[src/verilog/tmf_defines.svh]
`ifndef TMF_DEFINES_SVH
`define TMF_DEFINES_SVH
// ============================================================
// Register byte offsets on APB
`define TMF_OFF_CNT_HI 8'h00
`define TMF_OFF_CNT_LO 8'h04
`define TMF_OFF_CMP_HI 8'h08
`define TMF_OFF_CMP_LO 8'h0c
`define TMF_OFF_CTL    8'h10
`define TMF_OFF_CSR    8'h14
`define TMF_OFF_IEN    8'h18
// ============================================================
// Reset values and limits
`define TMF_CNT_RST    16'h0000
`define TMF_CMP_RST    16'hffff
`define TMF_REG_RST    8'h00
`define TMF_BYTE_ZERO  8'h00
`define TMF_BYTE_MAX   8'hff
`define TMF_WORD_MAX   16'hffff
// ============================================================
// timer_control_reg fields
`define TMF_HI_OUT_LVL 7
`define TMF_MODE8_BIT  6
`define TMF_HI_SEL     6:4
`define TMF_LO_OUT_LVL 3
`define TMF_LO_SEL     2:0
// Clock select field layout and codes
`define TMF_SEL_ON     2
`define TMF_SEL_CODE   1:0
`define TMF_SEL_D32    2'h0
`define TMF_SEL_D16    2'h1
`define TMF_SEL_D4     2'h2
`define TMF_SEL_W4     2'h3
// ============================================================
// timer_ctrl_status_reg fields
`define TMF_HI_WRAP    7
`define TMF_HI_MATCH   6
`define TMF_HI_WRAP_IE 5
`define TMF_HI_CLR     4
`define TMF_LO_WRAP    3
`define TMF_LO_MATCH   2
`define TMF_LO_WRAP_IE 1
`define TMF_LO_CLR     0
`define TMF_FLAG_MASK  8'hcc
// irq_enable_reg_two fields
`define TMF_IEN_H      0
`define TMF_IEN_L      1
// ============================================================
// Prescaler terminal counts
`define TMF_PRE_D32    5'h1f
`define TMF_PRE_D16    4'hf
`define TMF_PRE_D4     2'h3
`define TMF_WDIV_END   2'h3
`endif

[src/verilog/tmf_pkg.sv]
package tmf_pkg;

  // Chip power state
  typedef enum logic [2:0] {
    TMF_ACTIVE,
    TMF_SLEEP,
    TMF_WATCH,
    TMF_SUBACTIVE,
    TMF_SUBSLEEP,
    TMF_STANDBY,
    TMF_MODSTBY
  } tmf_pwr_t;

  typedef struct packed {
    logic [4:0] div;
    logic       sync1;
    logic       sync2;
    logic       wprev;
    logic [1:0] wdiv;
    logic       t32;
    logic       t16;
    logic       t4;
    logic       tw;
  } tmf_pre_t;

  typedef struct packed {
    logic [15:0] cnt;
    logic [15:0] ocr;
    logic [7:0]  ctl;
    logic [7:0]  csr;
    logic [1:0]  ien;
    logic [7:0]  temp;
    logic [7:0]  armed;
    logic        out_h;
    logic        out_l;
    logic        irq_h;
    logic        irq_l;
    logic [31:0] prdata;
    logic        pready;
    logic        pslverr;
  } tmf_state_t;

endpackage

[src/verilog/tmf_prescale.sv]
`timescale 1ns/10ps
`include "tmf_defines.svh"
module tmf_prescale
  import tmf_pkg::*;
(
  // Clock and reset
  input  wire logic pclk,
  input  wire logic presetn,
  // Sources
  input  wire logic watch_clk,
  input  wire logic run,
  // One-cycle count pulses
  output logic      tick_d32,
  output logic      tick_d16,
  output logic      tick_d4,
  output logic      tick_w4
);

  tmf_pre_t pre_r;
  tmf_pre_t pre_nxt;
  logic     w_edge;

  // ============================================================
  // Watch clock resynchronisation
  assign w_edge = pre_r.sync2 & ~pre_r.wprev;

  always_comb begin
    pre_nxt       = pre_r;
    pre_nxt.sync1 = watch_clk;
    pre_nxt.sync2 = pre_r.sync1;
    pre_nxt.wprev = pre_r.sync2;
    pre_nxt.div   = pre_r.div + 5'h01;
    if (w_edge) begin
      pre_nxt.wdiv = pre_r.wdiv + 2'h1;
    end
    // Divided system clock and watch clock divided by 4
    pre_nxt.t32 = run & (pre_r.div == `TMF_PRE_D32);
    pre_nxt.t16 = run & (pre_r.div[3:0] == `TMF_PRE_D16);
    pre_nxt.t4  = run & (pre_r.div[1:0] == `TMF_PRE_D4);
    pre_nxt.tw  = run & w_edge & (pre_r.wdiv == `TMF_WDIV_END);
  end

  always_ff @(posedge pclk or negedge presetn) begin
    if (!presetn) begin
      pre_r <= '0;
    end else begin
      pre_r <= pre_nxt;
    end
  end

  assign tick_d32 = pre_r.t32;
  assign tick_d16 = pre_r.t16;
  assign tick_d4  = pre_r.t4;
  assign tick_w4  = pre_r.tw;

endmodule

[src/verilog/tmf_timer.sv]
// The implementer's own choices: the placing of the registers and the APB slave port.
`timescale 1ns/10ps
`include "tmf_defines.svh"
// Operation
// - In 8-bit mode counter and compare bytes are accepted in any order
// - Upper write loads byte latch; lower write loads both bytes together
// - Upper counter read returns it directly; lower byte goes to latch
// - Compare register bytes always read directly, never via the latch
// - High select bit 2 clear: one 16-bit counter; set: two 8-bit counters
// - Reset: counter 0000, compare ffff, control and status registers 00
// - 16-bit uses low select; 8-bit uses high and low selects per half
// - Select among clock/32, /16, /4, watch/4; one count per pulse
// - 16-bit match sets high flag, irq, toggles high pin, may clear
// - 16-bit wrap sets high wrap flag; irq needs both enables
// - 8-bit halves match and wrap independently with own flags and pins
// - Pin drives its output-level bit, then inverts on each match
// - Match fires when counter leaves the matching value on its clock
// - Counter halts in standby states; register writes ignored outside active and subactive
// - Watch clock divided by 4 is resynchronised to the system clock
// - In low-power running modes only watch/4 counts; others stop
// - Control write during a match loads pin from level bit, no toggle
// - Low compare write cancels a coincident match unless equal
// - In 16-bit mode low flags still follow the lower eight bits
// - Low counter write suppresses a coincident overflow
// - Flags clear only by writing 0 after reading 1; writing 1 ignored
module tmf_timer
  import tmf_pkg::*;
(
  // Clock and reset
  input  wire logic     pclk,
  input  wire logic     presetn,
  // APB slave
  input  wire logic     psel,
  input  wire logic     penable,
  input  wire logic     pwrite,
  input  wire logic [7:0]  paddr,
  input  wire logic [31:0] pwdata,
  output logic [31:0]   prdata,
  output logic          pready,
  output logic          pslverr,
  // Chip state
  input  wire logic     watch_clk,
  input  wire tmf_pwr_t pwr_mode,
  // Timer outputs
  output logic          high_toggle_out,
  output logic          low_toggle_out,
  output logic          timer_irq_high,
  output logic          timer_irq_low
);

  tmf_state_t  st_r;
  tmf_state_t  st_nxt;
  logic        pre_run;
  logic        t32;
  logic        t16;
  logic        t4;
  logic        tw;
  logic        sub_mode;
  logic        mode8;
  logic        reg_ok;
  logic        setup;
  logic        access;
  logic        rd_set;
  logic        mapped;
  logic        wr_cnt_hi;
  logic        wr_cnt_lo;
  logic        wr_cmp_hi;
  logic        wr_cmp_lo;
  logic        wr_ctl;
  logic        wr_csr;
  logic        wr_ien;
  logic        tick_h;
  logic        tick_l;
  logic        hit_h;
  logic        hit_l;
  logic        wrap_h;
  logic        wrap_l;
  logic [7:0]  wd;
  logic [7:0]  rbyte;
  logic [7:0]  set_v;
  logic [7:0]  clr_v;
  logic [15:0] word_w;

  // ============================================================
  // Prescaler
  assign pre_run = (pwr_mode != TMF_STANDBY) &&
                   (pwr_mode != TMF_MODSTBY);

  tmf_prescale u_pre (
    .pclk     (pclk),
    .presetn  (presetn),
    .watch_clk(watch_clk),
    .run      (pre_run),
    .tick_d32 (t32),
    .tick_d16 (t16),
    .tick_d4  (t4),
    .tick_w4  (tw)
  );

  function automatic logic sel_tick(input logic [2:0] f,
                                    input logic       sub,
                                    input logic       a,
                                    input logic       b,
                                    input logic       c,
                                    input logic       w);
    logic t;
    case (f[`TMF_SEL_CODE])
      `TMF_SEL_D32: t = a;
      `TMF_SEL_D16: t = b;
      `TMF_SEL_D4:  t = c;
      default:      t = w;
    endcase
    if (sub && (f[`TMF_SEL_CODE] != `TMF_SEL_W4)) begin
      t = 1'b0;
    end
    return f[`TMF_SEL_ON] & t;
  endfunction

  // ============================================================
  // Bus decode
  assign sub_mode = (pwr_mode == TMF_WATCH) ||
                    (pwr_mode == TMF_SUBACTIVE) ||
                    (pwr_mode == TMF_SUBSLEEP);
  assign reg_ok   = (pwr_mode == TMF_ACTIVE) ||
                    (pwr_mode == TMF_SUBACTIVE);
  assign mode8    = st_r.ctl[`TMF_MODE8_BIT];
  assign setup    = psel & ~penable;
  assign access   = psel & penable & st_r.pready;
  assign rd_set   = setup & ~pwrite;
  assign wd       = pwdata[7:0];
  assign word_w   = {st_r.temp, wd};
  assign mapped   = (paddr == `TMF_OFF_CNT_HI) || (paddr == `TMF_OFF_CNT_LO) ||
                    (paddr == `TMF_OFF_CMP_HI) || (paddr == `TMF_OFF_CMP_LO) ||
                    (paddr == `TMF_OFF_CTL) || (paddr == `TMF_OFF_CSR) ||
                    (paddr == `TMF_OFF_IEN);
  assign wr_cnt_hi = access & pwrite & reg_ok & (paddr == `TMF_OFF_CNT_HI);
  assign wr_cnt_lo = access & pwrite & reg_ok & (paddr == `TMF_OFF_CNT_LO);
  assign wr_cmp_hi = access & pwrite & reg_ok & (paddr == `TMF_OFF_CMP_HI);
  assign wr_cmp_lo = access & pwrite & reg_ok & (paddr == `TMF_OFF_CMP_LO);
  assign wr_ctl    = access & pwrite & reg_ok & (paddr == `TMF_OFF_CTL);
  assign wr_csr    = access & pwrite & reg_ok & (paddr == `TMF_OFF_CSR);
  assign wr_ien    = access & pwrite & reg_ok & (paddr == `TMF_OFF_IEN);

  // ============================================================
  // Count pulses and match/wrap events
  assign tick_l = sel_tick(st_r.ctl[`TMF_LO_SEL], sub_mode, t32, t16, t4,
                           tw);
  assign tick_h = mode8 ? sel_tick(st_r.ctl[`TMF_HI_SEL], sub_mode, t32, t16,
                                   t4, tw) : tick_l;

  // Match is taken as the counter leaves the equal value
  assign hit_l = tick_l & (st_r.cnt[7:0] == st_r.ocr[7:0]) &
                 ~(wr_cmp_lo & (wd != st_r.cnt[7:0]));
  assign hit_h = mode8 ?
                 (tick_h & (st_r.cnt[15:8] == st_r.ocr[15:8]) &
                  ~(wr_cmp_hi & (wd != st_r.cnt[15:8]))) :
                 (tick_l & (st_r.cnt == st_r.ocr) &
                  ~(wr_cmp_lo & (word_w != st_r.cnt)));
  assign wrap_l = tick_l & (st_r.cnt[7:0] == `TMF_BYTE_MAX) &
                  ~wr_cnt_lo;
  assign wrap_h = mode8 ?
                  (tick_h & (st_r.cnt[15:8] == `TMF_BYTE_MAX) & ~wr_cnt_hi) :
                  (tick_l & (st_r.cnt == `TMF_WORD_MAX) & ~wr_cnt_lo);

  // ============================================================
  // Read data
  always_comb begin
    case (paddr)
      `TMF_OFF_CNT_HI: rbyte = st_r.cnt[15:8];
      `TMF_OFF_CNT_LO: rbyte = mode8 ? st_r.cnt[7:0] : st_r.temp;
      `TMF_OFF_CMP_HI: rbyte = st_r.ocr[15:8];
      `TMF_OFF_CMP_LO: rbyte = st_r.ocr[7:0];
      `TMF_OFF_CTL:    rbyte = st_r.ctl;
      `TMF_OFF_CSR:    rbyte = st_r.csr;
      `TMF_OFF_IEN:    rbyte = {6'h00, st_r.ien};
      default:         rbyte = `TMF_BYTE_ZERO;
    endcase
  end

  // ============================================================
  // Next state
  always_comb begin
    st_nxt = st_r;
    // Counting and clear on match
    if (mode8) begin
      if (hit_h && st_r.csr[`TMF_HI_CLR]) begin
        st_nxt.cnt[15:8] = `TMF_BYTE_ZERO;
      end else if (tick_h) begin
        st_nxt.cnt[15:8] = st_r.cnt[15:8] + 8'h01;
      end
      if (hit_l && st_r.csr[`TMF_LO_CLR]) begin
        st_nxt.cnt[7:0] = `TMF_BYTE_ZERO;
      end else if (tick_l) begin
        st_nxt.cnt[7:0] = st_r.cnt[7:0] + 8'h01;
      end
    end else if (hit_h && st_r.csr[`TMF_HI_CLR]) begin
      st_nxt.cnt = `TMF_CNT_RST;
    end else if (tick_l) begin
      st_nxt.cnt = st_r.cnt + 16'h0001;
    end
    // Byte accesses through the shared latch
    if (rd_set && !mode8 && (paddr == `TMF_OFF_CNT_HI)) begin
      st_nxt.temp = st_r.cnt[7:0];
    end
    if (wr_cnt_hi) begin
      if (mode8) begin
        st_nxt.cnt[15:8] = wd;
      end else begin
        st_nxt.temp = wd;
      end
    end
    if (wr_cnt_lo) begin
      if (mode8) begin
        st_nxt.cnt[7:0] = wd;
      end else begin
        st_nxt.cnt = word_w;
      end
    end
    if (wr_cmp_hi) begin
      if (mode8) begin
        st_nxt.ocr[15:8] = wd;
      end else begin
        st_nxt.temp = wd;
      end
    end
    if (wr_cmp_lo) begin
      if (mode8) begin
        st_nxt.ocr[7:0] = wd;
      end else begin
        st_nxt.ocr = word_w;
      end
    end
    if (wr_ctl) begin
      st_nxt.ctl = wd;
    end
    if (wr_ien) begin
      st_nxt.ien = wd[1:0];
    end
    // Status flags: write 0 after read 1 clears, a new event wins
    set_v                = `TMF_REG_RST;
    set_v[`TMF_HI_WRAP]  = wrap_h;
    set_v[`TMF_HI_MATCH] = hit_h;
    set_v[`TMF_LO_WRAP]  = wrap_l;
    set_v[`TMF_LO_MATCH] = hit_l;
    clr_v = wr_csr ? (st_r.armed & ~wd & `TMF_FLAG_MASK)
                   : `TMF_REG_RST;
    if (wr_csr) begin
      st_nxt.csr = (wd & ~`TMF_FLAG_MASK) | (st_r.csr & `TMF_FLAG_MASK);
      st_nxt.armed = `TMF_REG_RST;
    end else if (rd_set && (paddr == `TMF_OFF_CSR)) begin
      st_nxt.armed = st_r.armed | (st_r.csr & `TMF_FLAG_MASK);
    end
    st_nxt.csr = (st_nxt.csr & ~clr_v) | set_v;
    // Toggle pins
    if (wr_ctl) begin
      st_nxt.out_h = wd[`TMF_HI_OUT_LVL];
      st_nxt.out_l = wd[`TMF_LO_OUT_LVL];
    end else begin
      st_nxt.out_h = st_r.out_h ^ hit_h;
      st_nxt.out_l = st_r.out_l ^ hit_l;
    end
    // Interrupt requests follow flags and enables
    st_nxt.irq_h = st_nxt.ien[`TMF_IEN_H] &
                   (st_nxt.csr[`TMF_HI_MATCH] |
                    (st_nxt.csr[`TMF_HI_WRAP] &
                     st_nxt.csr[`TMF_HI_WRAP_IE]));
    st_nxt.irq_l = st_nxt.ien[`TMF_IEN_L] &
                   (st_nxt.csr[`TMF_LO_MATCH] |
                    (st_nxt.csr[`TMF_LO_WRAP] &
                     st_nxt.csr[`TMF_LO_WRAP_IE]));
    // APB answer one cycle after setup
    st_nxt.pready  = setup;
    st_nxt.pslverr = setup & ~mapped;
    st_nxt.prdata  = rd_set ? {24'h000000, rbyte} : 32'h00000000;
  end

  always_ff @(posedge pclk or negedge presetn) begin
    if (!presetn) begin
      st_r <= '{cnt: `TMF_CNT_RST, ocr: `TMF_CMP_RST,
                ctl: `TMF_REG_RST, csr: `TMF_REG_RST,
                default: '0};
    end else begin
      st_r <= st_nxt;
    end
  end

  assign prdata          = st_r.prdata;
  assign pready          = st_r.pready;
  assign pslverr         = st_r.pslverr;
  assign high_toggle_out = st_r.out_h;
  assign low_toggle_out  = st_r.out_l;
  assign timer_irq_high  = st_r.irq_h;
  assign timer_irq_low   = st_r.irq_l;
endmodule

[config.mk]
export PLATFORM = sky130hd
export DESIGN_NAME = tmf_timer
export DESIGN_NICKNAME = d
export VERILOG_FILES = /design/src/verilog/tmf_pkg.sv /design/src/verilog/tmf_prescale.sv /design/src/verilog/tmf_timer.sv
export VERILOG_INCLUDE_DIRS = /design/src /design/src/verilog
export SDC_FILE = /design/constraint.sdc
export NUM_CORES = 1
export LEC_CHECK = 0
export BUFFER_PORTS_ARGS = -buffer_cell sky130_fd_sc_hd__buf_2
export CORE_MARGIN = 4
export CORE_UTILIZATION = 52
export CTS_CLUSTER_DIAMETER = 30
export CTS_CLUSTER_SIZE = 10
export DETAILED_ROUTE_END_ITERATION = 7
export HOLD_SLACK_MARGIN = 0.08
export PLACE_DENSITY = 0.76
export SLEW_MARGIN = 20
export SYNTH_ARGS = -nofsm -noshare
export SYNTH_HDL_FRONTEND = slang
export SYNTH_SLANG_ARGS = --single-unit
[constraint.sdc]
create_clock -name pclk -period 2.7 [get_ports pclk]
set_clock_uncertainty 0.1 [all_clocks]
set_input_delay 0.135 -clock pclk [delete_from_list [all_inputs] [get_ports pclk]]
set_output_delay 0.135 -clock pclk [all_outputs]
set_load 0.02 [all_outputs]
-- After elaboration in Yosys (flattened, before gate mapping)
Index checks and enable logic that the tools add are counted.
- add/sub/neg operators: 5
- equal/unequal tests: 31
- mux-type cells: 36
- bitwise operators: 61
- reduce and logical (&&, ||, !) cells: 25
- operators by type and width (cell ; count):
    8-bit two-way mux ; 21
    16-bit two-way mux ; 5
    8-bit case mux with 7 select lines ; 1
    1-bit AND ; 41
    8-bit by 5-bit equality test with 1-bit output, second input constant ; 3
    16-bit by 1-bit adder with 16-bit output, second input constant ; 1
    8-bit by 1-bit adder with 8-bit output, second input constant ; 2
    8-bit AND ; 2
    16-bit equality test ; 1
    16-bit equality test, second input constant ; 1
    8-bit by 4-bit equality test with 1-bit output, second input constant ; 2
    8-bit equality test ; 2
    8-bit equality test, second input constant ; 2
    16-bit != test ; 1
    8-bit != test ; 2
    8-bit NOT ; 2
    8-bit OR ; 2
    1-bit logical OR ; 9
    1-bit NOT ; 9
    2-bit equality test, second input constant ; 4
    8-bit by 3-bit equality test with 1-bit output, second input constant ; 1
    1-bit logical AND ; 8
    8-bit logical NOT ; 1
    6-bit by 8-bit OR with 8-bit output ; 1
    21 further kinds ; 34
- flip-flop bits (word level): 94
- input bits: 49
- output and inout bits: 38
- word-level logic and storage cells: 183

-- Depth between registers and ports, before layout
Gate-level depths: netlist (run 1).
- depth after elaboration: 17
- gate-level depth with buffers: 9
- mapped depth without buffers: 8

-- Modules after synthesis
A second synthesis (run 1) with hierarchy kept.
- cell total of the unflattened synthesis: 602
- area, all modules: 5813.1 µm²
- by module, submodules not included (module ; instances ; cells an instance ; area each (µm²) ; sequential area each (µm²)):
    tmf_timer ; 1 ; 573 ; 5328.9 ; 1921.8
    tmf_prescale ; 1 ; 29 ; 484.2 ; 350.3

-- Worst setup path after synthesis (run 1)
OpenSTA, ideal clock, no wires.
- path kind: reg-to-reg
- from: register st_r[88] (netlist name)
- to: register st_r[97] (netlist name)
- library setup time: 0.121 ns
- arrival time: 2.357 ns
- data required time: 2.479 ns
- slack: 0.122 ns
- cell stages (with the launch flop): 10
- path buffers: 1
- period minus slack after synthesis: 2.578 ns
- cell sequence: dfrtp_1 buf_6 xnor2_2 nand4_1 or4_4 a2111oi_4 a41oi_4 o21a_4 a22o_1 o22a_1
- RTL lines (element ; line ; text):
    start: declaration ; tmf_timer.sv:51 ; tmf_state_t st_r;
    start signal: assignment ; tmf_timer.sv:279 ; st_r <= '{cnt: `TMF_CNT_RST, ocr: `TMF_CMP_RST,
    start signal: assignment ; tmf_timer.sv:283 ; st_r <= st_nxt;

==> summary.md, run 1 <==
| Metric | Value |
|---|---|
| Seq/Total Area, Yosys | `39.4%` |
| Count of cell types in the netlist | `67` |
| CP peak stage delay | `around 0.53 ns` |
| Crit Path Max Fanout | `7` |
| DRT iter0 DRCs | `506` |
| Ant. Diodes | `0` |
| Peak VDD IR | `372 uV` |
| Largest family of logic cells by synthesized area | `simple AND/OR/NAND/NOR gates` |
| # DRC | `0` |
| Final Net Count | `between 700 and 800` |
| Final TNS setup | `0 ns` |
| Final ANT Viol Nets | `0` |
| Die Y-Extent | `113 um` |
| Initial Util | `53.2%` |
| CTS sink cnt | `90` |
| Pin count of the biggest net entering global routing | `53` |
| I/O Buffers | `38` |
| Post-synthesis xor/xnor area fraction | `9.37%` |
| Outcome | `finished clean` |
| Cell count after synthesis | `609` |
| CTS Root Cell | `clkbuf_8` |
| R2R depth | `7` |
| M2 GR Usage | `a little over two fifths` |
| # rows | `38` |
| Congestion Overflow GR | `0` |
| Full die area | `0.0128 mm2` |
| GR met3 Demand/Resource | `5.61%` |
| Post-Synth Adder-Cell Area | `about 1.1%` |
| Rel. slew slack | `54.6%` |
| M1 GR Usage | `about two fifths` |
| Syn Area/Cell | `9.47 um2` |
| Hold/Removal Path Class | `in -> reg` |
| Worst path buffer plus inverter count | `0` |
| Gr usage total | `28.1%` |
| Worst setup path category | `reg -> reg` |
| Family with the most delay on the worst path | `compound AO/OA/AOI/OAI gates` |
| First-pass GRT wire length | `between 20000 and 30000 um` |
| Drt pass-1 iters | `6` |
| Post-route clock period utilization | `between 90% and 100%` |
| Simple-Gate Fraction of Synth Area | `17.0%` |
| Maximum buffer depth of the clock tree | `2` |
| Compound-gate portion of the synthesized area | `15.6%` |
| Initial antenna violation count | `0` |
| Clk_lat worst skew | `~0.4 ns` |
| Prevailing post-synth register cell | `dfrtp_1` |
| Fin crit period | `2.66 ns` |
| Post-synth EDFFs | `0` |
| Core area | `around 0.011 mm2` |
| H-Tree Depth | `3` |
| Worst hold stages | `4` |
| CTS Buf Count | `9` |
| Cell area after synthesis | `~0.0058 mm2` |
| Async set-reset flop share out of synthesis | `100%` |
| WP data required | `2.88 ns` |
| Worst-path cell chain | `a211oi_2 > a32o_1 > nand2_1 > nor4_2 > xnor2_1 > a2bb2oi_1 > a21oi_1` |
| Synth Register Bits | `90` |
| RSZ-0062 raised after global routing | `true` |
| Pins over their slew limit | `0` |
| Critical Path AT | `2.84 ns` |
| Clock-pin transition on the worst setup and hold timing paths | `0.10 ns` |
| Total Wirelength | `17800 um` |
| Max Cap Violations | `0` |
| Share of cells above drive strength 1 | `between 30% and 40%` |
| Max Clk Rate | `375 MHz` |
| WL/cell | `about 22 um` |
| Worst Setup End Kind | `register` |
| Placed inst area | `between 0.006 and 0.007 mm2` |
| Crit start category | `register` |
| Vias in the first global route | `just under 5k` |
| PwrDens | `398 mW/mm2` |
| Slowest CP cell | `dfrtp_1` |
| Worst path depth | `7` |
| Final hold vios | `0` |
| Via count | `4956` |
| Leakage | `3.12 nW` |
| Ys Warns | `0` |
| Finished Cell Area | `0.00667 mm2` |
| DIE WIDTH | `113 um` |
| # IOs | `87` |
| Post-DP HPWL | `around 13000 um` |
| Drt via density | `6.01` |
| Mux cell area share after synthesis | `7.77%` |
| GRT Max-Usage Layer | `met2` |
| CTS tree | `done` |
| Most frequent cells in the layout | `buf_4, dfrtp_1, nor2_1` |
| Leading cell type in the layout, fill and taps excluded | `buf_4` |
| Final-report setup violation count | `0` |
| Worst Tran Pin Value | `0.681 ns` |
| Area grow syn2layout | `15.7%` |
| Gpl congestion | `0.985` |
-- area by class of cell --
class	instances	area, um2
clock buffer	10	138
clock inverter	6	71.3
fill	934	4170
inverter	19	71.3
multi-input combinational	446	3130
sequential	90	2280
tap	140	175
timing repair buffer	114	806
-- kinds of logic (layout without fill, tap and decap cells) --
group                      Yosys count  count (layout)
xor gates and xnor gates            60              60
muxes                               41              41
adders and majority gates            5               5
other                                1              24
AOI/OAI and AO/OA                  132             132
buffers and inverters               96             149
DFF                                 90              90
and+or+nand+nor                    184             184
-- routing by layer --
metal  share of wire, %  routed length [um]  vias up
met5                  0                   0        -
met2                 46                8300      282
li1                   -                   -     2209
met1                 41                7270     2414
met3                9.2                1650       51
met4                3.6                 634        0
-- synth_stat cells (6+ instances only) --
master	n	area (um2)
nor2_1	52	195
dfstp_2	16	420
dfrtp_1	74	1850
buf_6	7	78.8
nor4_1	10	62.6
xor2_1	37	324
buf_4	35	263
and2_1	9	56.3
nand2_1	46	173
mux2_2	30	338
o21ai_0	23	115
a221oi_1	6	52.6
a21oi_1	47	235
nand3_1	11	55.1
buf_2	13	65.1
a22oi_1	13	97.6
clkbuf_1	21	78.8
a31oi_1	9	56.3
mux2i_1	11	110
and3_1	10	62.6
nand2b_1	10	62.6
inv_1	19	71.3
nand4_1	6	37.5
xnor2_1	21	184
-- timing repair --
action	CTS	global route
hold buffers	7	0
hold endpoints to repair	48	0
buffers inserted	10	2
resized for setup	10	15
pin swaps	12	14
endpoints found under the setup margin	6	16
-- metrics by stage --
| stage | hold WS (ns) | utilization, % | power (mW) | setup WS (ns) | cells |
|---|---|---|---|---|---|
| 6_report | 0.142 | 61.6 | 2.66 | 0.0351 | 825 |
| 5_1_grt | 0.149 | 61.6 | 2.74 | -0.0385 | 825 |
| 4_1_cts | 0.126 | 60.7 | 2.65 | 0.00181 | 823 |
| 3_5_place_dp | 0.110 | 57.0 | 1.66 | -0.0195 | 790 |
| 3_3_place_gp | 0.106 | 57.0 | 1.65 | -0.0319 | 790 |
| 2_1_floorplan | -0.261 | - | 1.57 | 0.122 | 632 |
-- final timing paths --
kind	startpoint	end	slack (ns)
max in group asynchronous	presetn	st_r[86]	1.57
worst max register to register	st_r[65]	st_r[103]	0.04
worst max-delay path	st_r[65]	st_r[103]	0.04
worst min register to register	u_pre.pre_nxt[7]	u_pre.pre_nxt[6]	0.26
min in group asynchronous	presetn	st_r[92]	0.21
worst min-delay path	pwdata[6]	st_r[52]	0.14
-- sequential cells by signal, indices dropped and copies added (netlist names) --
| register | cells |
|---|---|
| high_toggle_out | 1 |
| low_toggle_out | 1 |
| mode8 | 1 |
| prdata | 8 |
| pready | 1 |
| pslverr | 1 |
| st_r | 61 |
| timer_irq_high | 1 |
| timer_irq_low | 1 |
| u_pre.pre_nxt | 2 |
| u_pre.pre_r | 8 |
| u_pre.tick_d16 | 1 |
| u_pre.tick_d32 | 1 |
| u_pre.tick_d4 | 1 |
| u_pre.tick_w4 | 1 |
-- where the power goes --
part	switching (mW)	internal, mW
clock	0.541	0.465
sequential	0.0194	1.37
combinational	0.168	0.0891
-- tightest hold or removal path: cells and delay by family --
| kind | cells | cell delay [ns] |
|---|---|---|
| AND/OR/NAND/NOR | 1 | 0.11 |
| AO/OA/AOI/OAI | 1 | 0.05 |
| buffers and inverters | 2 | 0.31 |
(Power assumes the default switching activity.)
==> run 2: changes to the inputs <==
CORE_UTILIZATION = 45   (was 52)
PLACE_DENSITY = 0.67   (was 0.76)
==> run 2 against run 1 <==
The flow now finishes with violations (setup timing). Clock power rose by 22%. Total power rose by 8.1%. Register-to-register slack got worse by 0.04 ns. Sequential share of layout area fell by 1.1 points. First-iteration DRC count fell by 14%. Hold slack improved by 0.027 ns. Cell area rose by 3.3%. Global-route usage fell by 3.3 points. Via count fell by 1.5%. Combinational power barely moved. Worst setup slack got worse by 0.036 ns. Die area rose by 14%.
==> summary.md, run 2 (synthesis results as in run 1) <==
| Metric | Value |
|---|---|
| Critical Path AT | `2.83 ns (about the same)` |
| Leakage | `3.21 nW (+2.6%)` |
| Final core occ | `54.9% (-6.7 points)` |
| Drt pass-1 iters | `7 (+1)` |
| H-Tree Depth | `3 (unchanged)` |
| Drt via density | `5.66 (-5.8%)` |
| # IOs | `87 (unchanged)` |
| Total Wirelength | `17800 um (-0.33%)` |
| Hold/Removal Path Class | `in -> reg` |
| CTS sink cnt | `90 (unchanged)` |
| DRT iter0 DRCs | `437 (-14%)` |
| Multi-input logic area | `0.00320 mm2 (+2.2%)` |
| Worst-path cell chain | `a211oi_1 > a32o_1 > nand2_1 > nor4_1 > xnor2_1 > a2bb2oi_1 > a21oi_1` |
| CTS tree | `done` |
| Max Cap Violations | `0 (unchanged)` |
| Vias in the first global route | `4952 (+2.7%)` |
| Max Clk Rate | `370 MHz (-1.3%)` |
| Largest register by flop count | `st_r` |
| Rel. slew slack | `49.8% (-4.8 points)` |
| Area of all sequential standard cells | `0.00228 mm2 (about the same)` |
| Worst setup margin | `-0.00100 ns (-0.0361 ns)` |
| Final-report setup violation count | `1 (+1)` |
| Initial Util | `45.9% (-7.3 points)` |
| RSZ-0062 raised after global routing | `true` |
| Largest register FFs | `61 (unchanged)` |
| CTS Buf Count | `9 (unchanged)` |
| Outcome | `finished, violations left` |
| Post-DP HPWL | `12900 um (+1.2%)` |
| DP Cell Count | `826 (+4.6%)` |
| Fin cells | `863 (+4.6%)` |
| Post-route clock period utilization | `100% (+1.3 points)` |
| Via count | `4884 (-1.5%)` |
| Clk_lat worst skew | `0.36 ns (-0.03 ns)` |
| Maximum buffer depth of the clock tree | `2 (unchanged)` |
| Worst Setup End Kind | `register` |
| Crit start category | `register` |
| WP data required | `2.83 ns (-0.05 ns)` |
| Congestion Overflow GR | `0 (unchanged)` |
| Area grow syn2layout | `19.5%` |
| Share of cells above drive strength 1 | `32.1% (+2.1 points)` |
| Initial antenna violation count | `0 (unchanged)` |
| DIE WIDTH | `121 um (+7.0%)` |
| Leading cell type in the layout, fill and taps excluded | `buf_4` |
| # DRC | `0 (unchanged)` |
| Final ANT Viol Nets | `0 (unchanged)` |
| Fin crit period | `2.70 ns (+0.0361 ns)` |
| Final TNS setup | `-0.00100 ns (-0.00100 ns)` |
| Family with the most delay on the worst path | `compound AO/OA/AOI/OAI gates` |
| Clock-pin transition on the worst setup and hold timing paths | `0.07 ns (-0.03 ns)` |
| Slowest CP cell | `a211oi_1` |
| WL/cell | `20.6 um (-4.7%)` |
| Worst Tran Pin Value | `0.753 ns (+0.0723 ns)` |
| # rows | `41 (+7.9%)` |
| Gpl congestion | `0.993 (+0.87%)` |
| CP peak stage delay | `0.50 ns (-0.03 ns)` |
| Worst setup path category | `reg -> reg` |
| Ant. Diodes | `0 (unchanged)` |
| Worst path buffer plus inverter count | `0 (unchanged)` |
| Most frequent cells in the layout | `buf_4, dfrtp_1, nor2_1` |
| Failing checks | `setup timing` |
| CTS Root Cell | `clkbuf_16` |
| First-pass GRT wire length | `27300 um (+0.23%)` |
| Peak VDD IR | `516 uV (+39%)` |
| I/O Buffers | `38 (unchanged)` |
| Filler cell count | `1140 (+22%)` |
| Final hold vios | `0 (unchanged)` |
| Gr usage total | `24.8% (-3.3 points)` |
| Pins over their slew limit | `0 (unchanged)` |
| Crit Path Max Fanout | `7 (unchanged)` |
| Pin count of the biggest net entering global routing | `51 (-3.8%)` |
| Full die area | `0.0147 mm2 (+14%)` |
| Core area | `0.0126 mm2 (+16%)` |
| PwrDens | `416 mW/mm2 (+4.6%)` |
| Final Net Count | `740 (+0.82%)` |
| Die Y-Extent | `121 um (+7.0%)` |
[run 2: final cells by class]
cell class | count | share of cell area, %
Multi-Input combinational cell | 446 | 46.4
Sequential cell | 90 | 33.1
Timing Repair Buffer | 120 | 12.2
Clock buffer | 10 | 3.47
Tap cell | 172 | 3.12
Inverter | 19 | 1.03
Clock inverter | 6 | 0.708
[run 2: worst paths after layout]
| kind | startpoint | slack, ns | endpoint | depth (start not counted) |
|---|---|---|---|---|
| min in group asynchronous | presetn | 0.21 | st_r[48] | 2 |
| worst min-delay path | pwr_mode[0] | 0.17 | u_pre.tick_d32 | 4 |
| worst max-delay path | st_r[65] | -0.001 | st_r[103] | 7 |
| max in group asynchronous | presetn | 1.59 | st_r[76] | 3 |
| worst max register to register | st_r[65] | -0.001 | st_r[103] | 7 |
| worst min register to register | u_pre.pre_nxt[7] | 0.26 | u_pre.pre_nxt[6] | 0 |
[run 2: tightest hold or removal path, stage by stage]
cell and delay, ns:
buf_2 0.10, xor2_1 0.12, nand2_1 0.12, and2_1 0.12
[run 2: routing by layer]
layer	share of wire (%)	GRT usage, %	vias up
met5	0	0	-
met1	40	31.6	2353
met2	46	38.6	246
li1	-	-	2230
met3	9.6	6.48	55
met4	4.4	13.4	0
[run 2: where the power goes]
group	switching (mW)	leakage, nW	internal [mW]	total (mW)
Sequential	0.0170	1.11	1.37	1.39
Clock	0.567	0.137	0.659	1.23
Combinational	0.164	1.96	0.0893	0.254
Total	0.749	3.21	2.12	2.87
[run 2: metrics by stage]
stage	setup WS [ns]	hold slack (ns)	cell area (um2)	power, mW
floorplan	0.122	-0.261	5850	1.57
global placement	0.0207	0.0575	6250	1.65
detailed placement	-0.0350	0.0665	6250	1.65
CTS	0.00185	0.136	6730	2.89
global route	-0.0591	0.193	6900	2.97
finish	-0.00100	0.168	6900	2.87
[run 2: what timing repair did]
item	4_1_cts	5_1_grt
hold endpoints to repair	46	0
hold buffers	7	0
setup endpoints to repair	5	18
setup buffers	10	4
cloned	0	0
pin swaps	17	13
gates resized for setup	10	26
